[config.mk]
export PLATFORM = sky130hd
export DESIGN_NAME = prl_phy_reset_led
export DESIGN_NICKNAME = d
export VERILOG_FILES = /design/src/hdl/prl_pkg.sv /design/src/hdl/prl_phy_reset_led.sv
export SDC_FILE = /design/constraint.sdc
export NUM_CORES = 1
export LEC_CHECK = 0
export ABC_AREA = 1
export BUFFER_PORTS_ARGS = -buffer_cell sky130_fd_sc_hd__buf_2
export CAP_MARGIN = 20
export CORE_UTILIZATION = 45
export DETAILED_ROUTE_END_ITERATION = 12
export PLACE_DENSITY = 0.66
export SLEW_MARGIN = 25
export SYNTH_ARGS = -nofsm -noshare
export SYNTH_HDL_FRONTEND = slang
export SYNTH_SLANG_ARGS = --single-unit
[constraint.sdc]
create_clock -name pclk -period 2.9 [get_ports pclk]
set_input_delay 0.29 -clock pclk [delete_from_list [all_inputs] [get_ports pclk]]
set_output_delay 0.29 -clock pclk [all_outputs]
set_load 0.005 [all_outputs]
[src/hdl/prl_pkg.sv]
/*
 * Constants for the transceiver reset control and indicator select block:
 * register indices, field positions, reset values and source codes.
 * Assumes APB with 32-bit data, one register per aligned word.
 */
package prl_pkg;
   // printed offsets are register indices; byte address is four times the index
   localparam logic [7:0] PRL_IDX_RESET_CONTROL = 8'h1f;
   localparam logic [7:0] PRL_IDX_INDICATOR_CONFIG = 8'h25;
   localparam logic [7:0] PRL_IDX_BASIC_STATUS = 8'h01;
   localparam logic [7:0] PRL_IDX_TEST_ERR_CTRL = 8'h1b;
   localparam logic [7:0] PRL_IDX_PIN_STATUS = 8'h30;
   localparam int PRL_ADDR_W = 10;

   localparam int PRL_RC_FULL_BIT = 15;
   localparam int PRL_RC_RESTART_BIT = 14;
   localparam logic [15:0] PRL_RC_RW_MASK = 16'h3fff;
   localparam logic [15:0] PRL_RC_RESET = 16'h0000;

   localparam int PRL_IC_SWAP_BIT = 9;
   localparam int PRL_IC_SRC_LSB = 3;
   localparam int PRL_IC_EN_BIT = 0;
   localparam logic [15:0] PRL_IC_RW_MASK = 16'hfff9;
   localparam logic [15:0] PRL_IC_RESET = 16'h0041;

   localparam int PRL_TE_CLEAR_BIT = 15;

   // reset pulse widths in ns, converted to pclk cycles (min rounds up)
   localparam int PRL_CLK_NS = 25;
   localparam int PRL_FULL_RST_NS = 1000;
   localparam int PRL_RESTART_NS = 500;
   localparam int PRL_FULL_RST_CYC = (PRL_FULL_RST_NS + PRL_CLK_NS - 1) / PRL_CLK_NS;
   localparam int PRL_RESTART_CYC = (PRL_RESTART_NS + PRL_CLK_NS - 1) / PRL_CLK_NS;
   // blink half-period for code 8h
   localparam int PRL_BLINK_NS = 50000;
   localparam int PRL_BLINK_CYC = PRL_BLINK_NS / PRL_CLK_NS;

   typedef enum logic [3:0] {
      PRL_SRC_LINK = 4'h0, PRL_SRC_ACT = 4'h1, PRL_SRC_TXACT = 4'h2, PRL_SRC_RXACT = 4'h3,
      PRL_SRC_COL = 4'h4, PRL_SRC_S100 = 4'h5, PRL_SRC_S10 = 4'h6, PRL_SRC_FDX = 4'h7,
      PRL_SRC_LINKBLINK = 4'h8, PRL_SRC_STRETCH = 4'h9, PRL_SRC_L100FD = 4'ha, PRL_SRC_LPI = 4'hb,
      PRL_SRC_MIIERR = 4'hc, PRL_SRC_LOST = 4'hd, PRL_SRC_PRBS = 4'he, PRL_SRC_RSVD = 4'hf
   } prl_src_t;

   // gray-coded along idle -> full/restart -> idle
   typedef enum logic [1:0] {
      PRL_ST_IDLE = 2'b00, PRL_ST_FULL = 2'b01, PRL_ST_RESTART = 2'b10
   } prl_state_t;
endpackage : prl_pkg

[src/hdl/prl_phy_reset_led.sv]
/*
 * Reset control and multi-function indicator select for the transceiver.
 * Assumes an APB master on pclk, status sources synchronous to pclk, and
 * the strap level on the secondary indicator pin stable from reset release.
 */
// Design decision made here: the APB interface to the registers.
`timescale 1ns/100ps
`default_nettype none

//Behaviour
// RQ1: writing one to the full-reset bit pulses a whole-device reset like the reset pin, then the bit clears; here the latches and the strap are not reset.
// RQ2: writing one to the restart bit pulses a circuitry restart that keeps registers, then the bit clears.
// RQ3: in enhanced mode a pull-up strap gives an active-low indicator and a pull-down strap active-high.
// RQ4: in basic mode the indicator is always active low.
// RQ5: a four-bit source field resetting to 8h selects link, activity, collision, speed or duplex sources.
// RQ6: codes 8h to Ch select link-blink, stretched activity, 100 full duplex, low-power idle and media error.
// RQ7: code Dh lights on link loss and stays lit until the basic status register is read.
// RQ8: code Eh lights on a pattern error and stays lit until the test error counter is cleared.
// RQ9: with routing enabled the selected source drives the indicator; zero is reserved for software.
// RQ10: writing one to the top bit of the test control register clears the error count and the latch.
// RQ11: the polarity-swap bit inverts the strap-derived polarity in enhanced mode.
module prl_phy_reset_led
   import prl_pkg::*;
(
   input wire logic pclk,
   input wire logic presetn,
   input wire logic psel,
   input wire logic penable,
   input wire logic pwrite,
   input wire logic [PRL_ADDR_W-1:0] paddr,
   input wire logic [31:0] pwdata,
   input wire logic [3:0] pstrb,
   output logic [31:0] prdata,
   output logic pready,
   output logic pslverr,
   input wire logic enhanced_mode,
   input wire logic secondary_strap_pullup,
   input wire logic link_up,
   input wire logic speed_100,
   input wire logic full_duplex,
   input wire logic tx_active,
   input wire logic rx_active,
   input wire logic collision,
   input wire logic stretched_activity,
   input wire logic lpi_active,
   input wire logic mii_error,
   input wire logic prbs_error,
   output logic full_reset_pulse,
   output logic restart_pulse,
   output logic test_err_clear,
   output logic status_read,
   output logic primary_indicator_pin
);
   localparam logic [15:0] BLINK_MAX = 16'(PRL_BLINK_CYC - 1);

   function automatic logic [PRL_ADDR_W-1:0] reg_addr(input logic [7:0] idx);
      reg_addr = PRL_ADDR_W'({idx, 2'b00});
   endfunction : reg_addr

   logic wr, rd, setup_rd;
   logic hit_rc, hit_ic, hit_bs, hit_te, hit_ps;
   logic [15:0] rc_q, rc_d, ic_q, ic_d;
   prl_state_t st_q, st_d;
   logic [5:0] cnt_q, cnt_d;
   logic strap_q, strap_d, strap_ok_q;
   logic lost_q, lost_d, prbs_q, prbs_d, link_q;
   logic [15:0] blink_q, blink_d;
   logic blink_ph_q, blink_ph_d;
   logic [31:0] rdata_d, prdata_q;
   logic raw, active_low, led_d, led_q;
   logic [15:0] wmask;

   assign wr = psel && penable && pwrite;
   assign rd = psel && penable && !pwrite;
   assign setup_rd = psel && !penable && !pwrite;
   assign hit_rc = paddr == reg_addr(PRL_IDX_RESET_CONTROL);
   assign hit_ic = paddr == reg_addr(PRL_IDX_INDICATOR_CONFIG);
   assign hit_bs = paddr == reg_addr(PRL_IDX_BASIC_STATUS);
   assign hit_te = paddr == reg_addr(PRL_IDX_TEST_ERR_CTRL);
   assign hit_ps = paddr == reg_addr(PRL_IDX_PIN_STATUS);
   assign wmask = {{8{pstrb[1]}}, {8{pstrb[0]}}};
   assign pready = 1'b1;
   assign pslverr = psel && penable && !(hit_rc || hit_ic || hit_bs || hit_te || hit_ps);
   assign prdata = prdata_q;
   assign test_err_clear = wr && hit_te && pstrb[1] && pwdata[PRL_TE_CLEAR_BIT]; // see RQ10
   assign status_read = rd && hit_bs;
   assign full_reset_pulse = (st_q == PRL_ST_FULL);
   assign restart_pulse = (st_q == PRL_ST_RESTART);
   assign primary_indicator_pin = led_q;

   // register file and self-clearing reset sequencer
   always_comb begin
      rc_d = rc_q;
      ic_d = ic_q;
      st_d = st_q;
      cnt_d = cnt_q;
      rdata_d = prdata_q;
      if (wr && hit_rc) begin
         rc_d = (rc_q & ~(wmask & PRL_RC_RW_MASK)) | (pwdata[15:0] & wmask & PRL_RC_RW_MASK);
      end
      if (wr && hit_ic) begin
         ic_d = (ic_q & ~(wmask & PRL_IC_RW_MASK)) | (pwdata[15:0] & wmask & PRL_IC_RW_MASK);
      end
      case (st_q)
         PRL_ST_IDLE: begin
            if (wr && hit_rc && pstrb[1] && pwdata[PRL_RC_FULL_BIT]) begin
               st_d = PRL_ST_FULL; // see RQ1
               cnt_d = 6'(PRL_FULL_RST_CYC - 1);
            end else if (wr && hit_rc && pstrb[1] && pwdata[PRL_RC_RESTART_BIT]) begin
               st_d = PRL_ST_RESTART; // see RQ2
               cnt_d = 6'(PRL_RESTART_CYC - 1);
            end
         end
         PRL_ST_FULL, PRL_ST_RESTART: begin
            if (cnt_q == 6'h00) begin
               st_d = PRL_ST_IDLE;
            end else begin
               cnt_d = cnt_q - 6'h01;
            end
         end
         default: st_d = PRL_ST_IDLE;
      endcase
      // a full reset returns the configuration to defaults; a restart keeps it
      if (st_q == PRL_ST_FULL && cnt_q == 6'h00) begin
         rc_d = PRL_RC_RESET; // see RQ1
         ic_d = PRL_IC_RESET;
      end
      // captured in the setup phase so the word stands through the zero-wait access phase
      if (setup_rd) begin
         if (hit_rc) begin
            rdata_d = {16'h0000, rc_q | ({15'h0000, st_q == PRL_ST_FULL} << PRL_RC_FULL_BIT)
                      | ({15'h0000, st_q == PRL_ST_RESTART} << PRL_RC_RESTART_BIT)};
         end else if (hit_ic) begin
            rdata_d = {16'h0000, ic_q};
         end else if (hit_ps) begin
            rdata_d = {30'h0, active_low, led_q};
         end else begin
            rdata_d = 32'h00000000;
         end
      end
   end

   always_ff @(posedge pclk or negedge presetn) begin
      if (!presetn) begin
         rc_q <= PRL_RC_RESET;
         ic_q <= PRL_IC_RESET;
         st_q <= PRL_ST_IDLE;
         cnt_q <= 6'h00;
         prdata_q <= 32'h00000000;
      end else begin
         rc_q <= rc_d;
         ic_q <= ic_d;
         st_q <= st_d;
         cnt_q <= cnt_d;
         prdata_q <= rdata_d;
      end
   end

   // strap caught on the first clock after reset release; held until next reset
   always_comb begin
      strap_d = strap_ok_q ? strap_q : secondary_strap_pullup;
      // latches: set wins over clear
      lost_d = lost_q;
      if (status_read) begin
         lost_d = 1'b0;
      end
      if (link_q && !link_up) begin
         lost_d = 1'b1; // see RQ7
      end
      prbs_d = prbs_q;
      if (test_err_clear) begin
         prbs_d = 1'b0; // see RQ10
      end
      if (prbs_error) begin
         prbs_d = 1'b1; // see RQ8
      end
      blink_d = (blink_q == BLINK_MAX) ? 16'h0000 : blink_q + 16'h0001;
      blink_ph_d = (blink_q == BLINK_MAX) ? !blink_ph_q : blink_ph_q;
   end

   always_ff @(posedge pclk or negedge presetn) begin
      if (!presetn) begin
         strap_q <= 1'b1;
         strap_ok_q <= 1'b0;
         lost_q <= 1'b0;
         prbs_q <= 1'b0;
         link_q <= 1'b0;
         blink_q <= 16'h0000;
         blink_ph_q <= 1'b0;
         led_q <= 1'b1;
      end else begin
         strap_q <= strap_d;
         strap_ok_q <= 1'b1;
         lost_q <= lost_d;
         prbs_q <= prbs_d;
         link_q <= link_up;
         blink_q <= blink_d;
         blink_ph_q <= blink_ph_d;
         led_q <= led_d;
      end
   end

   // source select and polarity
   always_comb begin
      case (prl_src_t'(ic_q[PRL_IC_SRC_LSB +: 4])) // see RQ5
         PRL_SRC_LINK: raw = link_up;
         PRL_SRC_ACT: raw = tx_active || rx_active;
         PRL_SRC_TXACT: raw = tx_active;
         PRL_SRC_RXACT: raw = rx_active;
         PRL_SRC_COL: raw = collision;
         PRL_SRC_S100: raw = speed_100;
         PRL_SRC_S10: raw = !speed_100;
         PRL_SRC_FDX: raw = full_duplex;
         PRL_SRC_LINKBLINK: raw = link_up && !((tx_active || rx_active) && blink_ph_q); // see RQ6
         PRL_SRC_STRETCH: raw = stretched_activity;
         PRL_SRC_L100FD: raw = link_up && speed_100 && full_duplex;
         PRL_SRC_LPI: raw = lpi_active;
         PRL_SRC_MIIERR: raw = mii_error;
         PRL_SRC_LOST: raw = lost_q; // see RQ7
         PRL_SRC_PRBS: raw = prbs_q; // see RQ8
         default: raw = 1'b0;
      endcase
      // polarity: basic mode forces active low, enhanced follows the strap
      if (!enhanced_mode) begin
         active_low = 1'b1; // see RQ4
      end else begin
         active_low = strap_q ^ ic_q[PRL_IC_SWAP_BIT]; // see RQ3, see RQ11
      end
      // routing disabled (reserved) leaves the indicator off
      led_d = (ic_q[PRL_IC_EN_BIT] && raw) ^ active_low; // see RQ9
   end

   a_rst_full_len: assert property (@(posedge pclk) disable iff (!presetn) // see RQ1
      $rose(full_reset_pulse) |-> full_reset_pulse [*8] ##33 !full_reset_pulse)
      else $error("full reset pulse length wrong");
   a_rst_start: assert property (@(posedge pclk) disable iff (!presetn) // see RQ1
      (wr && hit_rc && pstrb[1] && pwdata[PRL_RC_FULL_BIT] && st_q == PRL_ST_IDLE) |=> full_reset_pulse)
      else $error("full reset not started");
   a_full_defaults: assert property (@(posedge pclk) disable iff (!presetn) // see RQ1
      $fell(full_reset_pulse) |-> (ic_q == PRL_IC_RESET && rc_q == PRL_RC_RESET))
      else $error("full reset left configuration");
   a_rst_restart: assert property (@(posedge pclk) disable iff (!presetn) // see RQ2
      $rose(restart_pulse) |-> restart_pulse [*8] ##1 restart_pulse [*8] ##1 restart_pulse [*4]
      ##1 !restart_pulse)
      else $error("restart pulse length wrong");
   a_restart_begin: assert property (@(posedge pclk) disable iff (!presetn) // see RQ2
      (wr && hit_rc && pstrb[1] && !pwdata[PRL_RC_FULL_BIT] && pwdata[PRL_RC_RESTART_BIT]
      && st_q == PRL_ST_IDLE) |=> restart_pulse)
      else $error("restart not started");
   a_restart_keep: assert property (@(posedge pclk) disable iff (!presetn) // see RQ2
      (restart_pulse && !wr) |=> $stable(ic_q))
      else $error("restart changed configuration");
   a_basic_low: assert property (@(posedge pclk) disable iff (!presetn) // see RQ4
      !enhanced_mode |-> active_low)
      else $error("basic mode not active low");
   a_enh_pol: assert property (@(posedge pclk) disable iff (!presetn) // see RQ3
      (enhanced_mode && strap_ok_q) |-> (active_low == (strap_q != ic_q[PRL_IC_SWAP_BIT])))
      else $error("enhanced polarity wrong");
   a_strap_hold: assert property (@(posedge pclk) disable iff (!presetn) // see RQ3
      strap_ok_q |=> $stable(strap_q))
      else $error("strap level moved");
   a_enh_pullup: assert property (@(posedge pclk) disable iff (!presetn) // see RQ3
      (ic_q[PRL_IC_SRC_LSB +: 4] == PRL_SRC_LINK && ic_q[PRL_IC_EN_BIT] && enhanced_mode && strap_ok_q
      && strap_q && !ic_q[PRL_IC_SWAP_BIT]) |=> (led_q == !$past(link_up)))
      else $error("pull-up strap not active low");
   a_enh_pulldown: assert property (@(posedge pclk) disable iff (!presetn) // see RQ3
      (ic_q[PRL_IC_SRC_LSB +: 4] == PRL_SRC_LINK && ic_q[PRL_IC_EN_BIT] && enhanced_mode && strap_ok_q
      && !strap_q && !ic_q[PRL_IC_SWAP_BIT]) |=> (led_q == $past(link_up)))
      else $error("pull-down strap not active high");
   a_enh_swap: assert property (@(posedge pclk) disable iff (!presetn) // see RQ11
      (ic_q[PRL_IC_SRC_LSB +: 4] == PRL_SRC_LINK && ic_q[PRL_IC_EN_BIT] && enhanced_mode && strap_ok_q
      && !strap_q && ic_q[PRL_IC_SWAP_BIT]) |=> (led_q == !$past(link_up)))
      else $error("polarity swap not applied");
   a_led_link: assert property (@(posedge pclk) disable iff (!presetn) // see RQ5
      (ic_q[PRL_IC_SRC_LSB +: 4] == PRL_SRC_LINK && ic_q[PRL_IC_EN_BIT] && $stable(ic_q) && !enhanced_mode)
      |=> (led_q == !$past(link_up)))
      else $error("link source not routed");
   a_src_tx: assert property (@(posedge pclk) disable iff (!presetn) // see RQ5
      (ic_q[PRL_IC_SRC_LSB +: 4] == PRL_SRC_TXACT && ic_q[PRL_IC_EN_BIT] && !enhanced_mode)
      |=> (led_q == !$past(tx_active)))
      else $error("transmit source not routed");
   a_rd_data: assert property (@(posedge pclk) disable iff (!presetn) // see RQ5
      (psel && !penable && !pwrite && hit_ic) |=> (prdata == {16'h0000, $past(ic_q)}))
      else $error("config read data wrong");
   a_src_lpi: assert property (@(posedge pclk) disable iff (!presetn) // see RQ6
      (ic_q[PRL_IC_SRC_LSB +: 4] == PRL_SRC_LPI && ic_q[PRL_IC_EN_BIT] && !enhanced_mode)
      |=> (led_q == !$past(lpi_active)))
      else $error("low-power source not routed");
   a_blink_link: assert property (@(posedge pclk) disable iff (!presetn) // see RQ6
      (ic_q[PRL_IC_SRC_LSB +: 4] == PRL_SRC_LINKBLINK && ic_q[PRL_IC_EN_BIT] && !enhanced_mode && link_up
      && !tx_active && !rx_active) |=> !led_q)
      else $error("quiet link not lit");
   a_lost_set: assert property (@(posedge pclk) disable iff (!presetn) // see RQ7
      (link_q && !link_up) |=> lost_q)
      else $error("link loss not latched");
   a_lost_clear: assert property (@(posedge pclk) disable iff (!presetn) // see RQ7
      (status_read && !(link_q && !link_up)) |=> !lost_q)
      else $error("link lost latch not released");
   a_lost_hold: assert property (@(posedge pclk) disable iff (!presetn) // see RQ7
      (lost_q && !status_read) |=> lost_q)
      else $error("link lost latch dropped");
   a_prbs_set: assert property (@(posedge pclk) disable iff (!presetn) // see RQ8
      prbs_error |=> prbs_q)
      else $error("pattern error not latched");
   a_prbs_clear: assert property (@(posedge pclk) disable iff (!presetn) // see RQ10
      (test_err_clear && !prbs_error) |=> !prbs_q)
      else $error("pattern latch not cleared");
   c_full: cover property (@(posedge pclk) disable iff (!presetn) $fell(full_reset_pulse));
   c_restart: cover property (@(posedge pclk) disable iff (!presetn) $fell(restart_pulse));
   c_lost: cover property (@(posedge pclk) disable iff (!presetn) $rose(lost_q) ##[1:50] status_read);
   c_swap: cover property (@(posedge pclk) disable iff (!presetn) enhanced_mode && ic_q[PRL_IC_SWAP_BIT]);
   c_pattern: cover property (@(posedge pclk) disable iff (!presetn) $rose(prbs_q) ##[1:50] test_err_clear);
endmodule : prl_phy_reset_led

`default_nettype wire

==> flow_metrics.env <==
export IMPL_status="complete, no violations"
export IMPL_rsz0062_at_grt="no"
export IMPL_timing_setup_tns_ps=0
export IMPL_yosys_warnings=0
export IMPL_drv_cap=0
export IMPL_fmax_mhz=505
export IMPL_worst_r2r_path_depth=9
export IMPL_synth_common_cells="nand2_1, inv_1, dfrtp_1"
export IMPL_ant_nets=0
export IMPL_cts_htree_levels=3
export IMPL_dr_wl_met3_um=387
export IMPL_sw_frac_of_total_pct=26.9
export IMPL_gr_total_overflow=0
export IMPL_wirelength_um=10000
export IMPL_path_cells="inv_1 > ha_1 > inv_1 > nor2_4 > nand4_2 > nor2_4 > inv_6 > nand2_2 > o22ai_1"
export IMPL_die_x_um=100
export IMPL_timing_final_ws_setup_ps=918
export IMPL_p_leak_nw=2.51
export IMPL_critPathArrivalTime_ps=2200
export IMPL_grt_pass1_wl_um=16700
export IMPL_synth_area_mm2=0.00434
export IMPL_drive_gt1_share_pct=19.9
export IMPL_power_switching_mw=0.583
export IMPL_synth_edf_count=0
export IMPL_nets=680
export IMPL_period_needed_ps=1980
export IMPL_finalCritPeriodShare_pct=68.3
export IMPL_crit_slowest_cell="dfrtp_1"
export IMPL_post_route_cell_area_mm2=0.00489
export IMPL_numCtsBuffers=9
export IMPL_cts_tree="yes"
export IMPL_grt_usage_pct=21.4
export IMPL_synth_cells=548
export IMPL_yosysSeqAreaShare_pct=43.4
export IMPL_power_total_mw=2.17
export IMPL_dp_cells=729
export IMPL_min_path_type="in2reg"
export IMPL_synth_distinct_cells=45
export IMPL_start_util_pct=46.7
export IMPL_path_clk_slew_ps=80
export IMPL_clk_latency_ps=350
export IMPL_drc_errors=0
export IMPL_synth_top_area_cell="dfrtp_1"
export IMPL_place_area_mm2=0.00469
export IMPL_synth_top_area_share_pct=41.0
export IMPL_critPathCaptureType="flop"
export IMPL_cts_sinks=75
export IMPL_numPortBuffers=66
export IMPL_peakVddDrop_uv=233
export IMPL_dpl_hpwl_um=7320
export IMPL_combPwrFrac_pct=11.6
export IMPL_layout_cells_non_filler=746
export IMPL_place_congestion=0.911
export IMPL_async_flop_share_pct=100
export IMPL_pwr_share_clk_pct=37.1
export IMPL_via_per_inst=5.01
export IMPL_critical_path_max_stage_delay_ps=410
export IMPL_path_class="reg2reg"
export IMPL_fp_dieH_um=100
export IMPL_drt_met1_wl_um=4900
export IMPL_final_hold_viol_count=0
export IMPL_met2_length_um=4620
export IMPL_drt_pass1_iterations=5
export IMPL_cp_required_ps=3120
export IMPL_antenna_cells=0
export IMPL_ios=102
export IMPL_yosysMostFrequentCell="nand2_1"
export IMPL_power_frac_seq_pct=51.4
export IMPL_hold_path_depth=1
export IMPL_tightest_slew_ps=673
export IMPL_p_int_mw=1.59
export IMPL_drv_slew=0
export IMPL_power_density_mw_per_mm2=444
export IMPL_utilization_pct=52.7
export IMPL_antenna_found_initial=0
export IMPL_cts_setup_buffers=0
export IMPL_yosys_register_bits=75
export IMPL_via_count=3738
export IMPL_avgSynthCellArea_um2=7.91
export IMPL_die_area_mm2=0.0100
export IMPL_setup_viol=0
export IMPL_grt_pass1_vias=3524
export IMPL_fin_hold_ws_ps=102
export IMPL_synth_flop_cell="dfrtp_1"
export IMPL_grt_max_degree=76
export IMPL_wl_per_cell_um=13.4
export IMPL_slew_limit_headroom_pct=55.1
export IMPL_rows=35
export IMPL_cts_root_buf="clkbuf_8"
export IMPL_synth_area_top_cells="dfrtp_1, nand2_1, inv_1, nand3_1, nor2_1"
export IMPL_hold_buffers=0
export IMPL_pre_cts_slack_ps=915
export IMPL_top_layer="met4"
export IMPL_coreArea_mm2=0.00928
export IMPL_drtIter0Drc=178
export IMPL_clock_skew_ps=15.1
export IMPL_area_growth_pct=12.9
export IMPL_startpoint_type="flop"
export IMPL_crit_path_max_fanout=12
export IMPL_cts_buffer_depth=2
export IMPL_ctsResizeCount=0
cell usage in the layout (no fill, tap or decap), types with 7 or more instances in the layout:
cell      netlist  routed
buf_2           4      65
dfrtp_1        71      71
nand2_1       113     113
conb_1          2      18
clkbuf_8        0       9
o21a_1         10      10
o21ai_0        22      22
nand4_1        11      11
nand3_1        41      41
inv_1          89      89
o22ai_1        18      18
nor2_2          7       7
nor2_1         47      47
a21oi_1         9       9
o31ai_1        11      11
power by group through the flow:
stage	clock network [mW]	registers [mW]	logic [mW]
5_1_grt	0.869	1.12	0.288
4_1_cts	0.829	1.12	0.250
6_report	0.805	1.12	0.251
3_3_place_gp	0	1.14	0.244
2_1_floorplan	0	1.14	0.145
3_5_place_dp	0	1.14	0.249
worst max-delay path: cells and delay by family (launching register included):
kind | cells | cell delay, ps
and+or+nand+nor | 4 | 890
DFF | 1 | 410
buffers and inverters | 3 | 250
adders and majority gates | 1 | 160
AOI/OAI and AO/OA | 1 | 130
logic make-up after synthesis:
| kind of cell | Yosys count | synth area share, % |
|---|---|---|
| AOI/OAI and AO/OA | 85 | 13.1 |
| xor gates and xnor gates | 8 | 1.62 |
| adders and majority gates | 5 | 1.44 |
| other | 2 | 0.173 |
| buffers and inverters | 125 | 13.1 |
| and+or+nand+nor | 247 | 26.9 |
| DFF | 75 | 43.4 |
| muxes | 1 | 0.260 |
worst paths after layout:
| check | from | slack, ps | endpoint |
|---|---|---|---|
| min in group asynchronous | presetn | 520 | rc_q[9] |
| worst min-delay path | link_up | 100 | link_q |
| worst max register to register | cnt_q[0] | 920 | rc_q[13] |
| max in group asynchronous | presetn | 1910 | prbs_q |
| worst max-delay path | cnt_q[0] | 920 | rc_q[13] |
| worst min register to register | link_q | 470 | lost_q |
cell type report:
type | instances | area [um2]
Multi-Input combinational cell | 364 | 1950
Clock inverter | 6 | 63.8
Fill cell | 922 | 4390
Clock buffer | 10 | 128
Inverter | 94 | 359
Timing Repair Buffer | 68 | 354
Sequential cell | 75 | 1880
Tap cell | 129 | 161
per-layer routing:
layer  GRT usage (%)  up-vias
met5               0        -
met4            5.46        0
met3            4.53       12
met2            34.0       88
met1            29.8     1774
li1                -     1864
state kept, by name, indices dropped and copies added (netlist names):
signal	cells
strap_ok_q	1
strap_q	1
link_q	1
st_q	2
blink_ph_q	1
primary_indicator_pin	1
cnt_q	6
blink_q	16
prdata	16
lost_q	1
prbs_q	1
rc_q	14
ic_q	14
No activity file was read; power rests on OpenSTA's default activity.
